[config.mk]
export PLATFORM = sky130hd
export DESIGN_NAME = vtpg_top
export DESIGN_NICKNAME = d
export VERILOG_FILES = /design/src/include/vtpg_pkg.sv /design/src/rtl/vtpg_fifo.sv /design/src/rtl/vtpg_top.sv
export SDC_FILE = /design/constraint.sdc
export NUM_CORES = 1
export LEC_CHECK = 0
export ABC_AREA = 0
export ABC_CLOCK_PERIOD_IN_PS = 61900
export BUFFER_PORTS_ARGS = -buffer_cell sky130_fd_sc_hd__buf_2
export CAP_MARGIN = 20
export CORE_ASPECT_RATIO = 0.5
export CORE_MARGIN = 2
export CORE_UTILIZATION = 45
export CTS_BUF_LIST = sky130_fd_sc_hd__clkbuf_16
export DETAILED_ROUTE_END_ITERATION = 10
export PLACE_DENSITY = 0.62
export SLEW_MARGIN = 15
export SYNTH_ARGS = -nofsm -noshare
export SYNTH_HDL_FRONTEND = slang
export SYNTH_SLANG_ARGS = --single-unit
[constraint.sdc]
create_clock -name pclk -period 61.9 [get_ports pclk]
set_input_delay 9.285 -clock pclk [delete_from_list [all_inputs] [get_ports pclk]]
set_output_delay 9.285 -clock pclk [all_outputs]
set_load 0.02 [all_outputs]
[src/include/vtpg_pkg.sv]
// Package: register map, field positions, reset values and timing constants
package vtpg_pkg;

  // Register indices; byte address is four times the index
  localparam logic [7:0]  IDX_CTL    = 8'h64;  // pattern_control
  localparam logic [7:0]  IDX_CFG    = 8'h65;  // pattern_config
  localparam logic [7:0]  IDX_FTIME  = 8'h6C;  // scroll_frame_time
  localparam logic [7:0]  IDX_HTIM   = 8'h70;  // Horizontal total/active
  localparam logic [7:0]  IDX_VTIM   = 8'h71;  // Vertical total/active
  localparam logic [7:0]  IDX_PORCH  = 8'h72;  // Sync widths and porches
  localparam logic [7:0]  IDX_STAT   = 8'h73;  // Generator status

  // Reset values
  localparam logic [7:0]  CTL_RST    = 8'h10;
  localparam logic [7:0]  CFG_RST    = 8'h00;
  localparam logic [7:0]  FTIME_RST  = 8'h01;
  localparam logic [31:0] HTIM_RST   = 32'h0320_0280;
  localparam logic [31:0] VTIM_RST   = 32'h020D_01E0;
  localparam logic [31:0] PORCH_RST  = 32'h2102_3060;

  // pattern_control fields
  localparam int CTL_EN      = 0;
  localparam int CTL_VREV    = 1;
  localparam int CTL_BARS    = 2;
  localparam int CTL_SEL_LO  = 4;

  // pattern_config fields
  localparam int CFG_ASCRL   = 0;
  localparam int CFG_INV     = 1;
  localparam int CFG_TSEL    = 2;
  localparam int CFG_EXTCLK  = 3;
  localparam int CFG_18B     = 4;
  localparam logic [7:0] CFG_WMASK = 8'h1F;

  // Pattern codes
  localparam logic [3:0] PAT_FIRST = 4'h1;
  localparam logic [3:0] PAT_LAST  = 4'hD;
  localparam logic [3:0] PAT_VCOM  = 4'hF;

  // Internal divided pixel clock: one pixel step every DIV_CYC cycles
  localparam logic [7:0] DIV_CYC   = 8'h02;

  // Pixel FIFO shape: {vs, hs, de, r, g, b}
  localparam int FIFO_W = 27;
  localparam int FIFO_D = 8;

  // Synchronised pin bit positions
  localparam int PIN_CLK = 0;
  localparam int PIN_DE  = 1;
  localparam int PIN_HS  = 2;
  localparam int PIN_VS  = 3;

endpackage : vtpg_pkg

[src/rtl/vtpg_fifo.sv]
// Synchronous FIFO with valid/ready on both sides
module vtpg_fifo #(
  parameter int W = 27,
  parameter int D = 8
) (
  input  wire logic         clk,      // Clock
  input  wire logic         rst_n,    // Async reset, active low
  input  wire logic         in_valid, // Write request
  output logic              in_ready, // Not full
  input  wire logic [W-1:0] in_data,  // Write data
  output logic              out_valid,// Not empty
  input  wire logic         out_ready,// Read accept
  output logic      [W-1:0] out_data  // Head word
);
  localparam int AW = $clog2(D);

  logic [W-1:0]  mem [D];
  logic [AW-1:0] wr_ff, nxt_wr, rd_ff, nxt_rd;
  logic [AW:0]   cnt_ff, nxt_cnt;
  logic          push, pop;

  ////////////////////////////////////////////////////////////////////////////
  // Pointer and count update
  always_comb
  begin
    push    = in_valid && in_ready;
    pop     = out_valid && out_ready;
    nxt_wr  = push ? AW'(wr_ff + 1'b1) : wr_ff;
    nxt_rd  = pop ? AW'(rd_ff + 1'b1) : rd_ff;
    nxt_cnt = cnt_ff;
    if (push && !pop)
      nxt_cnt = (AW+1)'(cnt_ff + 1'b1);
    else if (pop && !push)
      nxt_cnt = (AW+1)'(cnt_ff - 1'b1);
  end

  always_ff @(posedge clk or negedge rst_n)
  begin
    if (!rst_n)
    begin
      wr_ff  <= '0;
      rd_ff  <= '0;
      cnt_ff <= '0;
    end
    else
    begin
      wr_ff  <= nxt_wr;
      rd_ff  <= nxt_rd;
      cnt_ff <= nxt_cnt;
    end
  end

  // Storage array, written only on accepted pushes
  always_ff @(posedge clk)
  begin
    if (push)
      mem[wr_ff] <= in_data;
  end

  // Honest flags from the word count
  assign in_ready  = (cnt_ff != (AW+1)'(D));
  assign out_valid = (cnt_ff != '0);
  assign out_data  = mem[rd_ff];

endmodule : vtpg_fifo

[src/rtl/vtpg_top.sv]
// Video test-pattern generator with APB registers and pixel FIFO
// Function
// - VCOM band order follows band-reverse bit
// - Patterns generated only while enable bit set
// - Depth select set gives 18-bit, six MSBs
// - Depth select clear gives 24-bit, 256 levels
// - Internal timing: clock-source bit picks pixel clock
// - External timing: clock-source bit has no effect
// - Timing select high uses programmed frame timing
// - Timing select low follows external sync pins
// - Invert bit inverts every generated colour
// - Auto-scroll advances after programmed frame count
// - Without auto-scroll current pattern stays
// - Fixed select ignored while auto-scroll enabled
//
// Chosen here: the APB interface to the registers.
module vtpg_top
  import vtpg_pkg::*;
(
  input  wire logic        pclk,      // System clock
  input  wire logic        presetn,   // Async reset, active low
  input  wire logic        psel,      // APB select
  input  wire logic        penable,   // APB enable
  input  wire logic        pwrite,    // APB direction
  input  wire logic [11:0] paddr,     // APB byte address
  input  wire logic [31:0] pwdata,    // APB write data
  output logic             pready,    // APB ready
  output logic      [31:0] prdata,    // APB read data
  output logic             pslverr,   // APB error, unmapped address
  input  wire logic        ext_pclk,  // External pixel clock pin
  input  wire logic        ext_de,    // External data enable pin
  input  wire logic        ext_hs,    // External horizontal sync pin
  input  wire logic        ext_vs,    // External vertical sync pin
  output logic             vid_valid, // Pixel word available
  input  wire logic        vid_ready, // Downstream accepts pixel
  output logic      [23:0] vid_rgb,   // Pixel colour R,G,B
  output logic             vid_de,    // Pixel data enable
  output logic             vid_hs,    // Pixel horizontal sync
  output logic             vid_vs     // Pixel vertical sync
);

  ////////////////////////////////////////////////////////////////////////////
  // Register bank and APB slave
  logic [7:0]  ctl_ff, nxt_ctl, cfg_ff, nxt_cfg, ftime_ff, nxt_ftime;
  logic [31:0] htim_ff, nxt_htim, vtim_ff, nxt_vtim;
  logic [31:0] porch_ff, nxt_porch, prdata_ff, nxt_prdata;
  logic        pready_ff, nxt_pready, pslverr_ff, nxt_pslverr;
  logic        ovf_ff, nxt_ovf;
  logic [7:0]  fcnt_ff, nxt_fcnt;
  logic [3:0]  pat_ff, nxt_pat;
  logic [7:0]  idx;
  logic        wr_acc, mapped;
  logic        ovf_set;

  // Decode, read mux and write strobes
  always_comb
  begin
    idx         = paddr[9:2];
    mapped      = (paddr[11:10] == 2'b00) && (paddr[1:0] == 2'b00) &&
                  (idx == IDX_CTL || idx == IDX_CFG || idx == IDX_FTIME ||
                   idx == IDX_HTIM || idx == IDX_VTIM ||
                   idx == IDX_PORCH || idx == IDX_STAT);
    wr_acc      = psel && penable && pready_ff && pwrite && mapped;
    nxt_pready  = psel && !penable;
    nxt_pslverr = psel && !penable && !mapped;
    nxt_prdata  = prdata_ff;
    if (psel && !penable)
    begin
      // Refused accesses read zero through the default branch
      unique case (mapped ? idx : 8'h00)
        IDX_CTL:   nxt_prdata = {24'h000000, ctl_ff};
        IDX_CFG:   nxt_prdata = {24'h000000, cfg_ff};
        IDX_FTIME: nxt_prdata = {24'h000000, ftime_ff};
        IDX_HTIM:  nxt_prdata = htim_ff;
        IDX_VTIM:  nxt_prdata = vtim_ff;
        IDX_PORCH: nxt_prdata = porch_ff;
        IDX_STAT:  nxt_prdata = {19'h00000, ovf_ff, pat_ff, fcnt_ff};
        default:   nxt_prdata = 32'h00000000;
      endcase
    end
    nxt_ctl   = (wr_acc && idx == IDX_CTL)   ? pwdata[7:0] : ctl_ff;
    nxt_cfg   = (wr_acc && idx == IDX_CFG)   ? (pwdata[7:0] & CFG_WMASK)
                                             : cfg_ff;
    nxt_ftime = (wr_acc && idx == IDX_FTIME) ? pwdata[7:0] : ftime_ff;
    nxt_htim  = (wr_acc && idx == IDX_HTIM)  ? pwdata : htim_ff;
    nxt_vtim  = (wr_acc && idx == IDX_VTIM)  ? pwdata : vtim_ff;
    nxt_porch = (wr_acc && idx == IDX_PORCH) ? pwdata : porch_ff;
    // Overflow flag: a new overflow wins over a status write clear
    nxt_ovf   = ovf_set ? 1'b1 :
                ((wr_acc && idx == IDX_STAT && pwdata[12]) ? 1'b0 : ovf_ff);
  end

  always_ff @(posedge pclk or negedge presetn)
  begin
    if (!presetn)
    begin
      ctl_ff     <= CTL_RST;
      cfg_ff     <= CFG_RST;
      ftime_ff   <= FTIME_RST;
      htim_ff    <= HTIM_RST;
      vtim_ff    <= VTIM_RST;
      porch_ff   <= PORCH_RST;
      prdata_ff  <= 32'h00000000;
      pready_ff  <= 1'b0;
      pslverr_ff <= 1'b0;
      ovf_ff     <= 1'b0;
    end
    else
    begin
      ctl_ff     <= nxt_ctl;
      cfg_ff     <= nxt_cfg;
      ftime_ff   <= nxt_ftime;
      htim_ff    <= nxt_htim;
      vtim_ff    <= nxt_vtim;
      porch_ff   <= nxt_porch;
      prdata_ff  <= nxt_prdata;
      pready_ff  <= nxt_pready;
      pslverr_ff <= nxt_pslverr;
      ovf_ff     <= nxt_ovf;
    end
  end

  assign pready  = pready_ff;
  assign prdata  = prdata_ff;
  assign pslverr = pslverr_ff;

  ////////////////////////////////////////////////////////////////////////////
  // Pin synchronisers: two flops, third flop only for edge detect
  logic [3:0] s1_ff, s2_ff, s3_ff;

  always_ff @(posedge pclk or negedge presetn)
  begin
    if (!presetn)
    begin
      s1_ff <= 4'h0;
      s2_ff <= 4'h0;
      s3_ff <= 4'h0;
    end
    else
    begin
      s1_ff <= {ext_vs, ext_hs, ext_de, ext_pclk};
      s2_ff <= s1_ff;
      s3_ff <= s2_ff;
    end
  end

  ////////////////////////////////////////////////////////////////////////////
  // Pixel step selection and frame timing
  logic [7:0]  div_ff, nxt_div;
  logic [15:0] hcnt_ff, nxt_hcnt, vcnt_ff, nxt_vcnt;
  logic [15:0] x_ff, nxt_x, y_ff, nxt_y;
  logic [15:0] hstart, vstart;
  logic        en, tsel, ext_edge, div_pulse, step, push;
  logic        de_c, hs_c, vs_c, frame_end, fifo_in_ready;

  always_comb
  begin
    en        = ctl_ff[CTL_EN];
    tsel      = cfg_ff[CFG_TSEL];
    ext_edge  = s2_ff[PIN_CLK] && !s3_ff[PIN_CLK];
    div_pulse = (div_ff == DIV_CYC - 8'h01);
    nxt_div   = (!en || div_pulse) ? 8'h00 : 8'(div_ff + 8'h01);
    hstart    = 16'(porch_ff[7:0]) + 16'(porch_ff[15:8]);
    vstart    = 16'(porch_ff[23:16]) + 16'(porch_ff[31:24]);
    // Clock source matters only under internal timing
    if (tsel)
      step = en && fifo_in_ready &&
             (cfg_ff[CFG_EXTCLK] ? ext_edge : div_pulse);
    else
      step = en && ext_edge;
    nxt_hcnt  = hcnt_ff;
    nxt_vcnt  = vcnt_ff;
    nxt_x     = x_ff;
    nxt_y     = y_ff;
    frame_end = 1'b0;
    if (tsel)
    begin
      // Own timing from programmed sizes, widths and porches
      hs_c = (hcnt_ff < 16'(porch_ff[7:0]));
      vs_c = (vcnt_ff < 16'(porch_ff[23:16]));
      de_c = (hcnt_ff >= hstart) &&
             (hcnt_ff < 16'(hstart + htim_ff[15:0])) &&
             (vcnt_ff >= vstart) &&
             (vcnt_ff < 16'(vstart + vtim_ff[15:0]));
      if (step)
      begin
        if (de_c)
          nxt_x = 16'(x_ff + 16'h0001);
        if (hcnt_ff == 16'(htim_ff[31:16] - 16'h0001))
        begin
          nxt_hcnt = 16'h0000;
          nxt_x    = 16'h0000;
          if (x_ff != 16'h0000 || de_c)
            nxt_y = 16'(y_ff + 16'h0001);
          if (vcnt_ff == 16'(vtim_ff[31:16] - 16'h0001))
          begin
            nxt_vcnt  = 16'h0000;
            nxt_y     = 16'h0000;
            frame_end = 1'b1;
          end
          else
            nxt_vcnt = 16'(vcnt_ff + 16'h0001);
        end
        else
          nxt_hcnt = 16'(hcnt_ff + 16'h0001);
      end
    end
    else
    begin
      // Follow external sync, counting positions from data enable
      de_c = s2_ff[PIN_DE];
      hs_c = s2_ff[PIN_HS];
      vs_c = s2_ff[PIN_VS];
      if (step)
      begin
        nxt_hcnt = {15'h0000, de_c};
        if (de_c)
          nxt_x = 16'(x_ff + 16'h0001);
        else if (hcnt_ff[0])
        begin
          nxt_x = 16'h0000;
          nxt_y = 16'(y_ff + 16'h0001);
        end
        nxt_vcnt = {15'h0000, vs_c};
        if (vs_c && !vcnt_ff[0])
        begin
          nxt_y     = 16'h0000;
          frame_end = 1'b1;
        end
      end
    end
    if (!en)
    begin
      nxt_hcnt = 16'h0000;
      nxt_vcnt = 16'h0000;
      nxt_x    = 16'h0000;
      nxt_y    = 16'h0000;
    end
  end

  always_ff @(posedge pclk or negedge presetn)
  begin
    if (!presetn)
    begin
      div_ff  <= 8'h00;
      hcnt_ff <= 16'h0000;
      vcnt_ff <= 16'h0000;
      x_ff    <= 16'h0000;
      y_ff    <= 16'h0000;
    end
    else
    begin
      div_ff  <= nxt_div;
      hcnt_ff <= nxt_hcnt;
      vcnt_ff <= nxt_vcnt;
      x_ff    <= nxt_x;
      y_ff    <= nxt_y;
    end
  end

  ////////////////////////////////////////////////////////////////////////////
  // Auto-scroll frame counter and pattern pointer
  always_comb
  begin
    nxt_fcnt = fcnt_ff;
    nxt_pat  = pat_ff;
    if (!en || !cfg_ff[CFG_ASCRL])
      nxt_fcnt = 8'h00;
    else if (frame_end)
    begin
      if (8'(fcnt_ff + 8'h01) >= ftime_ff)
      begin
        nxt_fcnt = 8'h00;
        nxt_pat  = (pat_ff >= PAT_LAST || pat_ff < PAT_FIRST) ?
                   PAT_FIRST : 4'(pat_ff + 4'h1);
      end
      else
        nxt_fcnt = 8'(fcnt_ff + 8'h01);
    end
  end

  always_ff @(posedge pclk or negedge presetn)
  begin
    if (!presetn)
    begin
      fcnt_ff <= 8'h00;
      pat_ff  <= PAT_FIRST;
    end
    else
    begin
      fcnt_ff <= nxt_fcnt;
      pat_ff  <= nxt_pat;
    end
  end

  ////////////////////////////////////////////////////////////////////////////
  // Colour generation
  logic [3:0]  sel;
  logic [7:0]  lvl_h, lvl_v, r, g, b;
  logic [2:0]  bar;
  logic [1:0]  band;
  logic [15:0] q1, q2, q3;
  logic [23:0] rgb;

  always_comb
  begin
    // Fixed select ignored under auto-scroll
    sel   = cfg_ff[CFG_ASCRL] ? pat_ff : ctl_ff[7:CTL_SEL_LO];
    // 18-bit depth keeps six MSBs, 64 levels
    lvl_h = cfg_ff[CFG_18B] ? {x_ff[7:2], 2'b00} : x_ff[7:0];
    lvl_v = cfg_ff[CFG_18B] ? {y_ff[7:2], 2'b00} : y_ff[7:0];
    bar   = 3'(({16'h0000, x_ff} << 3) / {16'h0000, (htim_ff[15:0] | 16'h1)});
    q1    = htim_ff[15:0] >> 2;
    q2    = htim_ff[15:0] >> 1;
    q3    = 16'(q1 + q2);
    band  = (x_ff >= q3) ? 2'd3 : (x_ff >= q2) ? 2'd2 :
            (x_ff >= q1) ? 2'd1 : 2'd0;
    {r, g, b} = 24'h000000;
    if (ctl_ff[CTL_BARS])
    begin
      // White, yellow, cyan, green, magenta, red, blue, black
      r = (bar == 3'd0 || bar == 3'd1 || bar == 3'd4 || bar == 3'd5) ?
          8'hFF : 8'h00;
      g = (bar <= 3'd3) ? 8'hFF : 8'h00;
      b = (bar == 3'd0 || bar == 3'd2 || bar == 3'd4 || bar == 3'd6) ?
          8'hFF : 8'h00;
    end
    else
    begin
      unique case (sel)
        4'h1:    {r, g, b} = 24'hFFFFFF;
        4'h2:    {r, g, b} = 24'h000000;
        4'h3:    {r, g, b} = 24'hFF0000;
        4'h4:    {r, g, b} = 24'h00FF00;
        4'h5:    {r, g, b} = 24'h0000FF;
        4'h6:    {r, g, b} = {lvl_h, lvl_h, lvl_h};
        4'h7:    r = lvl_h;
        4'h8:    g = lvl_h;
        4'h9:    b = lvl_h;
        4'hA:    {r, g, b} = {lvl_v, lvl_v, lvl_v};
        4'hB:    r = lvl_v;
        4'hC:    g = lvl_v;
        4'hD:    b = lvl_v;
        PAT_VCOM:
        begin
          // Bands yellow,cyan,blue,red or blue,cyan,yellow,red
          if (band == 2'd3)
            r = 8'hFF;
          else if (band == 2'd1)
            {g, b} = 16'hFFFF;
          else if ((band == 2'd0) != ctl_ff[CTL_VREV])
            {r, g} = 16'hFFFF;
          else
            b = 8'hFF;
        end
        default: {r, g, b} = 24'h808080;
      endcase
    end
    rgb = {r, g, b};
    if (cfg_ff[CFG_INV])
      rgb = ~rgb;
    if (cfg_ff[CFG_18B])
      rgb = rgb & 24'hFCFCFC;
    push    = step;
    ovf_set = step && !fifo_in_ready;
  end

  ////////////////////////////////////////////////////////////////////////////
  // Pixel FIFO towards the output path
  logic [FIFO_W-1:0] fifo_out;

  vtpg_fifo #(
    .W (FIFO_W),
    .D (FIFO_D)
  ) u_fifo (
    .clk       (pclk),
    .rst_n     (presetn),
    .in_valid  (push),
    .in_ready  (fifo_in_ready),
    .in_data   ({vs_c, hs_c, de_c, (de_c ? rgb : 24'h000000)}),
    .out_valid (vid_valid),
    .out_ready (vid_ready),
    .out_data  (fifo_out)
  );

  assign {vid_vs, vid_hs, vid_de, vid_rgb} = fifo_out;

endmodule : vtpg_top

# Word-level counts from Yosys, hierarchy flattened
# Memories as Yosys holds them, arrays and structs flattened.
# Cells that the tools add are included.
totals:
  ff_bits: 255
  ramBits: 216
  input_bits: 54
  wordCells: 263
  mem_count: 1
classes:
  n_addsub: 18
  div_mod_pow: 1
  order_cmp: 13
  eq_ne: 47
  muxes: 79
  n_bitwise: 2
  reduce_logical: 79
mem_list:
  columns: ["name", "words", "width", "read_ports", "rd_ports_with_merged_regs", "wr", "line", "text"]
  rows:
  - ["u_fifo.mem", 8, 27, 1, 0, 1, "vtpg_fifo.sv:17", "logic [W-1:0] mem [D];"]
ops:
  columns: ["cell", "count"]
  rows:
  - ["16-bit 2-to-1 mux", 29]
  - ["32-bit one-hot mux with 7 select lines", 1]
  - ["8-bit 2-to-1 mux", 19]
  - ["8-bit one-hot mux with 5 select lines", 3]
  - ["8-bit by 7-bit == test with 1-bit output (second input constant)", 14]
  - ["16-bit by 1-bit adder with 16-bit output (second input constant)", 4]
  - ["24-bit 2-to-1 mux", 2]
  - ["9-bit by 16-bit adder with 16-bit output", 2]
  - ["19-bit by 16-bit divider with 32-bit output", 1]
  - ["16-bit == test", 2]
  - ["16-bit by 9-bit greater-or-equal comparator with 1-bit output", 2]
  - ["16-bit less-than comparator", 2]
  - ["16-bit by 8-bit less-than comparator with 1-bit output", 2]
  - ["16-bit by 1-bit subtractor with 16-bit output (second input constant)", 2]
  - ["1-bit logical AND", 29]
  - ["4-bit == test (second input constant)", 7]
  - ["24-bit NOT", 1]
  - ["7-bit OR reduction", 3]
  - ["8-bit by 8-bit adder with 9-bit output", 2]
  - ["18-bit 2-to-1 mux", 1]
  - ["2-bit OR reduction", 9]
  - ["14-bit by 15-bit adder with 16-bit output", 1]
  - ["8-bit by 1-bit adder with 8-bit output (second input constant)", 2]
  - ["4-bit by 3-bit == test with 1-bit output (second input constant)", 4]
  - ["39 further kinds", 95]

# Depth between registers and ports, before layout
# Gate-level depths: netlist of the first run.
depth:
  ltp_word: 15
  depth_mapped: 333
  ltp_nobuf: 296

# Hierarchy
# A second synthesis of the first run with hierarchy kept.
hier_totals:
  hier_cells: 4771
  hier_area_um2: 43447.9
by_module_without_submodules:
  columns: ["mod", "instances", "cells_each", "area_each_um2", "seq_area_each_um2"]
  rows:
  - ["vtpg_top", 1, 4397, 34584.4, 5959.5]
  - ["vtpg_fifo", 1, 374, 8863.5, 6736.5]

# Worst setup path after synthesis of the first run
# Ideal clock, no wire load.
synth_path:
  kind: "reg-to-reg"
  start: "register htim_ff[2]"
  end: "memory u_fifo.mem[0][7] (data pin)"
  setup_time_ns: 0.230
  arrival_ns: 64.972
  t_required_ns: 61.670
  path_slack_ns: -3.302
  stages_incl_launch_ff: 326
  period_less_slack_ns: 65.202
  cell_sequence: "dfrtp_1 > inv_1 > ha_1 > and4_1 > clkbuf_1 > xnor2_1 > nor4_1 > ha_1 > clkbuf_1 > nand4_1 > a21oi_1 > a311oi_2 > a21oi_2 > nor2_1 > clkbuf_1 > mux2_2 > ha_1 > o21ai_1 > (+290 left out) > a21oi_1 > nand2_1 > or4b_1 > buf_2 > clkbuf_1 > nor2_1 > a21oi_1 > ha_1 > a21o_1 > a21o_1 > a21oi_1 > o21ai_0 > a21oi_1 > o221ai_1 > a221o_1 > o211ai_2 > nand3b_1 > mux2i_1"
synth_via:
  elab_chain_len: 15
synth_rtl:
  columns: ["item", "line", "text"]
  rows:
  - ["from (decl)", "vtpg_top.sv:45", "logic [31:0] htim_ff, nxt_htim, vtim_ff, nxt_vtim;"]
  - ["from (signal assigned)", "vtpg_top.sv:113", "htim_ff <= nxt_htim;"]
  - ["parallel branches: the longest is 14 deep, another holds 19-bit by 16-bit divider with 32-bit output", null, null]
  - ["24-bit 2-to-1 mux (*)", "vtpg_top.sv:380", ".in_data ({vs_c, hs_c, de_c, (de_c ? rgb : 24'h000000)}),"]
  - ["net u_fifo.in_data[7]", "vtpg_fifo.sv:10", "input wire logic [W-1:0] in_data,"]
  - ["to (decl)", "vtpg_fifo.sv:17", null]
# Mark *: on every way through the listed nets, which the timed path passes.

# Final worst setup path of the first run
layout_path:
  start: "register htim_ff[6]"
  end: "memory u_fifo.mem[4][2] (data pin)"
# Same word-level chain as after synthesis.

==> run summary, run 1 <==
top post-synthesis cells by area: edfxtp_1 15%, ha_1 14%, dfrtp_1 13%
via count of the routed design: 37.18k
post-synthesis xor/xnor area fraction: 7.357%
initial drt markers: 2910
P_sw: 0.1487 mW
Cell Int Power: 0.4877 mW
Finished Cell Area: 0.04803 mm2
setup TNS: 0 ns
post-synth top area share: 15.13%
flops & latches, synth: 463
DR WL/cell: 21.13 um
Post-synth EDFFs: 216
post-route minimum period: 57.90 ns
final worst slack: 3.997 ns
Die X: 440.5 um
die height: 222.2 um
most frequent cell after synthesis: ha_1
share of cells above drive strength 1: 16.92%
pre-CTS setup slack: -0.1263 ns
r2r setup slk: 4.00 ns
power share of the sequential group: 50.9%
Commonest cells post-synth: 465 x ha_1, 391 x nand2_1, 364 x nor2_1
footprint of the multi-input gates: 0.02942 mm2
CP endpoint kind: flip-flop
Slew HR: 26.72%
hpwl dp: 98.61 mm
VDD IR-drop max: 0.01676 mV
syn nets: 5254
Crit. Startpoint: htim_ff[6]$_DFFE_PN0P_
synthesis warning total: 0
Area Growth Syn to Fin: 12.07%
# diodes: 0
worst hold path startpoint: s1_ff[3]$_DFF_PN0_
outcome: finished clean
Final Net Count: 5435
Crit-path slowest cell: or4_1
Max Cap Viol: 0
DRC Markers: 0
grt ovf: 0
initial cell density of the core: 45.74%
Syn Area/Cell: 9.069 um2
largest family of logic cells by synthesized area: compound AO/OA/AOI/OAI gates
post-synth cell types: 117
io pins: 116
post-synth top area cell: edfxtp_1
Post-Synth Simple-Gate Area: 16.94%
register area share after synthesis: 29.62%
largest net degree at the start of global routing: 116
Synth Cell Area: 0.04286 mm2
Row Count: 79
fin util: 51.26%
clock root cell: clkbuf_16
Logic pwr share: 5.8%
fraction of the mapped netlist area in adder cells: 14.00%
first-pass GRT wire length: 201.7 mm
setup violators final: 0
critical path's most frequent cell: o21a_1
ys flop type: dfrtp_1
Setup Skew: 0.05817 ns
CP Class: reg2reg
Num Clock Sinks: 463
Total Routing Usage GR: 26.00%
CTS tree: done
First-pass DRT Iterations: 6
worst-margin pin slew: 1.090 ns
port buffer count: 115
Hold WC Path Type: reg2reg
CP required: 62.21 ns
placed cell area: 0.04559 mm2
Max Slew Vio Count: 0
post-synthesis mux area share: 9.426%
clk slew on worst S/H paths: 0.07 ns
worst path arrival time: 58.21 ns
ys async rst share: 53.35%
area of the core: 0.09370 mm2
DIE AREA: 0.09788 mm2
max incr delay on CP: 0.59 ns
clock tree buffer depth: 3
Reg area: 0.01271 mm2
final worst path period share: 93.54%
vias in the first global route: 35.55k
Critical Path Fanout Max: 18
Fillers: 8741
Lkg Pwr: 21.57 nW
hold path cells: 0
routability congestion estimate: 0.9373
Cells after Synth: 4726
Vias/cell: 6.005
CP startpoint kind: flip-flop
number of nets with antenna violations after detailed routing: 0
CTS Buf Count: 42
Switching Fraction: 23.36%
PwrDens: 13.25 mW/mm2
reg-to-reg critical path startpoint: htim_ff[6]$_DFFE_PN0P_
achievable frequency: 17.27 MHz
overall routed net length: 130.8 mm
r2r worst-path depth: 299
complex-gate fraction of the synthesized area: 19.16%
H-Tree Depth: 2
final hold violations: 0
Clk network pwr share: 43.3%
clock latency on the worst-skew pair: 0.62 ns
antenna violations before repair: 3
-- routing by layer --
layer  wire length, um  part of all wire [%]  track usage [%]  vias up
li1                  -                     -                -    17849
met2             58640                    45            41.82     1003
met4              2808                   2.1            5.340        6
met5                46                 0.035                0        -
met3              7854                   6.0            4.610      172
met1             61470                    47            36.57    18147
-- power by group through the flow --
stage | clock (mW) | sequential (mW) | combinational, mW
after floorplan | 0 | 0.329 | 0.0251
after global placement | 0 | 0.330 | 0.0377
after detailed placement | 0 | 0.331 | 0.0378
after CTS | 0.281 | 0.324 | 0.0379
after global routing | 0.293 | 0.324 | 0.0405
final | 0.275 | 0.324 | 0.0368
-- worst paths after layout --
| kind | to |
|---|---|
| setup reg to reg | u_fifo.mem[4][2]$_DFFE_PP_ |
| hold reg to reg | s2_ff[3]$_DFF_PN0_ |
| max in group asynchronous | htim_ff[2]$_DFFE_PN0P_ |
| hold / removal | s2_ff[3]$_DFF_PN0_ |
| setup / recovery | u_fifo.mem[4][2]$_DFFE_PP_ |
| min in group asynchronous | s1_ff[0]$_DFF_PN0_ |
-- logic make-up (layout without fill, tap and decap cells) --
logic type,Yosys count,in the layout
buf+inv,382,590
flops,463,463
fa+ha+maj,474,474
mux,302,302
other cells,1,1
compound gates,1273,1273
xor+xnor,360,360
simple gates,1471,1473
-- placed cells by master, fill, tap and decap left out, types with 89 or more instances in the layout --
master,count
a21o_1,100
a21oi_1,326
buf_2,117
buf_4,176
dfrtp_1,217
edfxtp_1,216
ha_1,460
inv_1,207
mux2_2,167
nand2_1,385
nand3_1,105
nor2_1,357
nor3_1,121
o21a_1,89
o21ai_0,277
xnor2_1,229
xor2_1,127
-- critical path: cells and delay by family, from the launching register on --
kind | cells | cell delay (ns)
fa+ha+maj | 19 | 5.59
buf+inv | 17 | 2.86
simple gates | 65 | 12.01
xor+xnor | 9 | 1.38
compound gates | 183 | 33.27
flops | 1 | 0.48
mux | 6 | 1.82
-- through the flow --
stage / std cells / hold slack (ns) / power [mW]
CTS: 6137 / 0.3561 / 0.6431
global placement: 6063 / 0.3341 / 0.3681
global route: 6191 / 0.3583 / 0.6574
floorplan: 4726 / 0.3312 / 0.3539
detailed placement: 6063 / 0.3411 / 0.3685
finish: 6191 / 0.3528 / 0.6364
-- sequential cells by signal, summed over array words and instances (netlist names), 5 cells and up --
name and flops:
x_ff 16, ftime_ff 8, div_ff 8, y_ff 8, vcnt_ff 16, ctl_ff 8
fcnt_ff 8, u_fifo.mem 216, prdata 32, htim_ff 32, hcnt_ff 16, vtim_ff 32
cfg_ff 5, porch_ff 32
-- area by class of cell --
type	instances	share of cell area, %
multi-input combinational	3883	61.25
sequential	463	26.46
timing repair buffer	307	4.428
timing repair inverter	1	0.01042
tap	1255	3.269
clock inverter	30	0.6252
inverter	209	1.714
clock buffer	43	2.240
-- what timing repair did --
item,CTS,global route
setup buffers,0,46
cloned,1,4
resized for setup,3,142
pin swaps,0,30
setup endpoints to repair,64,192
hold buffers,0,0
Power figures use the tool's default switching activity.
==> run 2: changes to the inputs <==
- PLACE_DENSITY: 0.62 -> not set
- PLACE_DENSITY_LB_ADDON: not set -> 0.08
==> run 2 against run 1 <==
Clock power increased by 12%. Die area unchanged. Sequential power about the same. Count of clock-buffer cells in the layout increased by 6. Sequential cell count unchanged. Final area increased by 0.13%. Clock skew increased by 0.0048 ns. Wire length increased by 1.9%. Sequential share of layout area about the same. First-iteration DRC count decreased by 14%. Critical endpoint is now u_fifo.mem[4][0]$_DFFE_PP_. Highest routed layer is now met4.
==> run summary, run 2 (same netlist as run 1, synthesis figures left out) <==
number of nets with antenna violations after detailed routing: 0 (unchanged)
Vias/cell: 5.950 (-0.92%)
Total Routing Usage GR: 26.76% (+0.76 points)
port buffer count: 115 (unchanged)
Setup Skew: 0.06302 ns (+0.004850 ns)
max reg flops: 216 (unchanged)
VDD IR-drop max: 0.01893 mV (+13%)
First-pass DRT Iterations: 7 (+1)
DRC Markers: 0 (unchanged)
final hold violations: 0 (unchanged)
vias in the first global route: 35.25k (-0.84%)
Cell Int Power: 0.5079 mW (+4.2%)
Final Net Count: 5423 (-0.22%)
via count of the routed design: 36.83k (-0.93%)
Max Slew Vio Count: 0 (unchanged)
grt ovf: 0 (unchanged)
power share of the sequential group: 48.3% (-2.6 points)
CP startpoint kind: flip-flop
Row Count: 79 (unchanged)
share of cells above drive strength 1: 16.81% (-0.11 points)
routability congestion estimate: 0.9916 (+5.8%)
Logic pwr share: 5.8% (about the same)
first-pass GRT wire length: 205.9 mm (+2.0%)
largest net degree at the start of global routing: 119 (+2.6%)
Largest Register: u_fifo.mem
critical path's most frequent cell: o21a_1
antenna violations before repair: 4 (+1)
DIE AREA: 0.09788 mm2 (unchanged)
Area Growth Syn to Fin: 12.21%
H-Tree Depth: 2 (unchanged)
Hold WC Path Type: reg2reg
CTS Buf Count: 47 (+12%)
final worst path period share: 93.58% (about the same)
CTS tree: done
post-route minimum period: 57.92 ns (+0.02056 ns)
most common cell after layout, fill and taps aside: ha_1
setup TNS: 0 ns (unchanged)
Clk network pwr share: 45.8% (+2.5 points)
worst path arrival time: 58.26 ns (+0.05 ns)
Lkg Pwr: 21.55 nW (about the same)
Crit-path slowest cell: or4_1
area of the core: 0.09370 mm2 (unchanged)
io pins: 116 (unchanged)
post-layout power: 0.6700 mW (+5.3%)
worst-margin pin slew: 1.159 ns (+0.06947 ns)
die height: 222.2 um (unchanged)
Critical Path Fanout Max: 17 (-1)
clock root cell: clkbuf_16
CP endpoint kind: flip-flop
DR WL/cell: 21.55 um (+2.0%)
setup violators final: 0 (unchanged)
CP Class: reg2reg
initial drt markers: 2501 (-14%)
clk slew on worst S/H paths: 0.07 ns (about the same)
clock latency on the worst-skew pair: 0.66 ns (+0.04 ns)
Slew HR: 21.99% (-4.7 points)
overall routed net length: 133.4 mm (+1.9%)
clock tree buffer depth: 3 (unchanged)
initial cell density of the core: 45.74% (unchanged)
CP required: 62.24 ns (+0.03 ns)
P_sw: 0.1620 mW (+9.0%)
Max Cap Viol: 0 (unchanged)
Fillers: 8691 (-0.57%)
hpwl dp: 99.35 mm (+0.75%)
max incr delay on CP: 0.63 ns (+0.04 ns)
Switching Fraction: 24.18% (+0.83 points)
Die X: 440.5 um (unchanged)
PwrDens: 13.93 mW/mm2 (+5.1%)
Num Clock Sinks: 463 (unchanged)
commonest non-fill, non-tap cells in the layout: 458 x ha_1, 384 x nand2_1, 357 x nor2_1
outcome: finished clean
achievable frequency: 17.26 MHz (about the same)
## run 2: cell count changes in the layout (fill, tap and decap cells not counted), sizes merged
cell and change:
clkinvlp +1, inv +3, diode +2, clkbuf +5, buf -16, clkinv +4
## run 2: worst paths after layout
kind | startpoint | end | slack, ns | depth (start not counted)
hold / removal | s1_ff[2]$_DFF_PN0_ | s2_ff[2]$_DFF_PN0_ | 0.35 | 0
setup / recovery | htim_ff[6]$_DFFE_PN0P_ | u_fifo.mem[4][0]$_DFFE_PP_ | 3.98 | 293
setup reg to reg | htim_ff[6]$_DFFE_PN0P_ | u_fifo.mem[4][0]$_DFFE_PP_ | 3.98 | 293
hold reg to reg | s1_ff[2]$_DFF_PN0_ | s2_ff[2]$_DFF_PN0_ | 0.35 | 0
max in group asynchronous | presetn | u_fifo.rd_ff[0]$_DFFE_PN0P_ | 51.47 | 2
min in group asynchronous | presetn | s1_ff[3]$_DFF_PN0_ | 8.77 | 1
## run 2: timing repair
item	in CTS	in global routing
hold buffers	0	0
cloned	0	3
buffers inserted	0	40
endpoints found under the setup margin	64	176
gates resized for setup	2	145
pin swaps	0	34
## run 2: final cells by class
class,count,area [um2],area share (%)
Antenna cell,2,5.005,0.01041
Clock buffer,49,1226,2.550
Clock inverter,38,367.9,0.7649
Inverter,209,823.3,1.712
Multi-Input combinational cell,3883,29400,61.13
Sequential cell,463,12710,26.42
Tap cell,1255,1570,3.265
Timing Repair Buffer,290,1992,4.142
Timing Repair inverter,1,5.005,0.01041
## run 2: worst max-delay path: cells and delay by family, from the launching register on
kind            cells  cell delay [ns]
flops               1             0.49
simple gates       63            11.81
xor+xnor            8             1.47
mux                 7             2.16
compound gates    180            33.08
buf+inv            15             2.35
fa+ha+maj          20             6.10
## run 2: routing by layer
layer / track usage (%) / part of all wire (%) / vias to the layer above
li1: - / - / 17854
met1: 38.40 / 48 / 17866
met2: 42.56 / 45 / 942
met3: 3.795 / 5.5 / 168
met4: 6.165 / 2.4 / 0
met5: 0 / 0 / -
## run 2: through the flow
stage / worst slack (ns) / hold slack [ns] / area, um2 / utilization [%] / instances
2_1_floorplan: 0.06133 / 0.3312 / 43010 / - / 4726
6_report: 3.977 / 0.3504 / 48090 / 51.32 / 6190
5_1_grt: -0.1257 / 0.3663 / 48090 / 51.32 / 6189
3_3_place_gp: 1.700 / 0.3385 / 45520 / 48.58 / 6056
3_5_place_dp: 0.2211 / 0.3364 / 45530 / 48.58 / 6057
4_1_cts: 0.2002 / 0.3547 / 47130 / 50.30 / 6144
## run 2: power by group through the flow
| stage | logic, mW | clock network, mW | registers [mW] |
|---|---|---|---|
| 2_1_floorplan | 0.0251 | 0 | 0.329 |
| 3_3_place_gp | 0.0383 | 0 | 0.330 |
| 3_5_place_dp | 0.0387 | 0 | 0.330 |
| 4_1_cts | 0.0388 | 0.315 | 0.324 |
| 5_1_grt | 0.0431 | 0.326 | 0.324 |
| 6_report | 0.0390 | 0.307 | 0.324 |
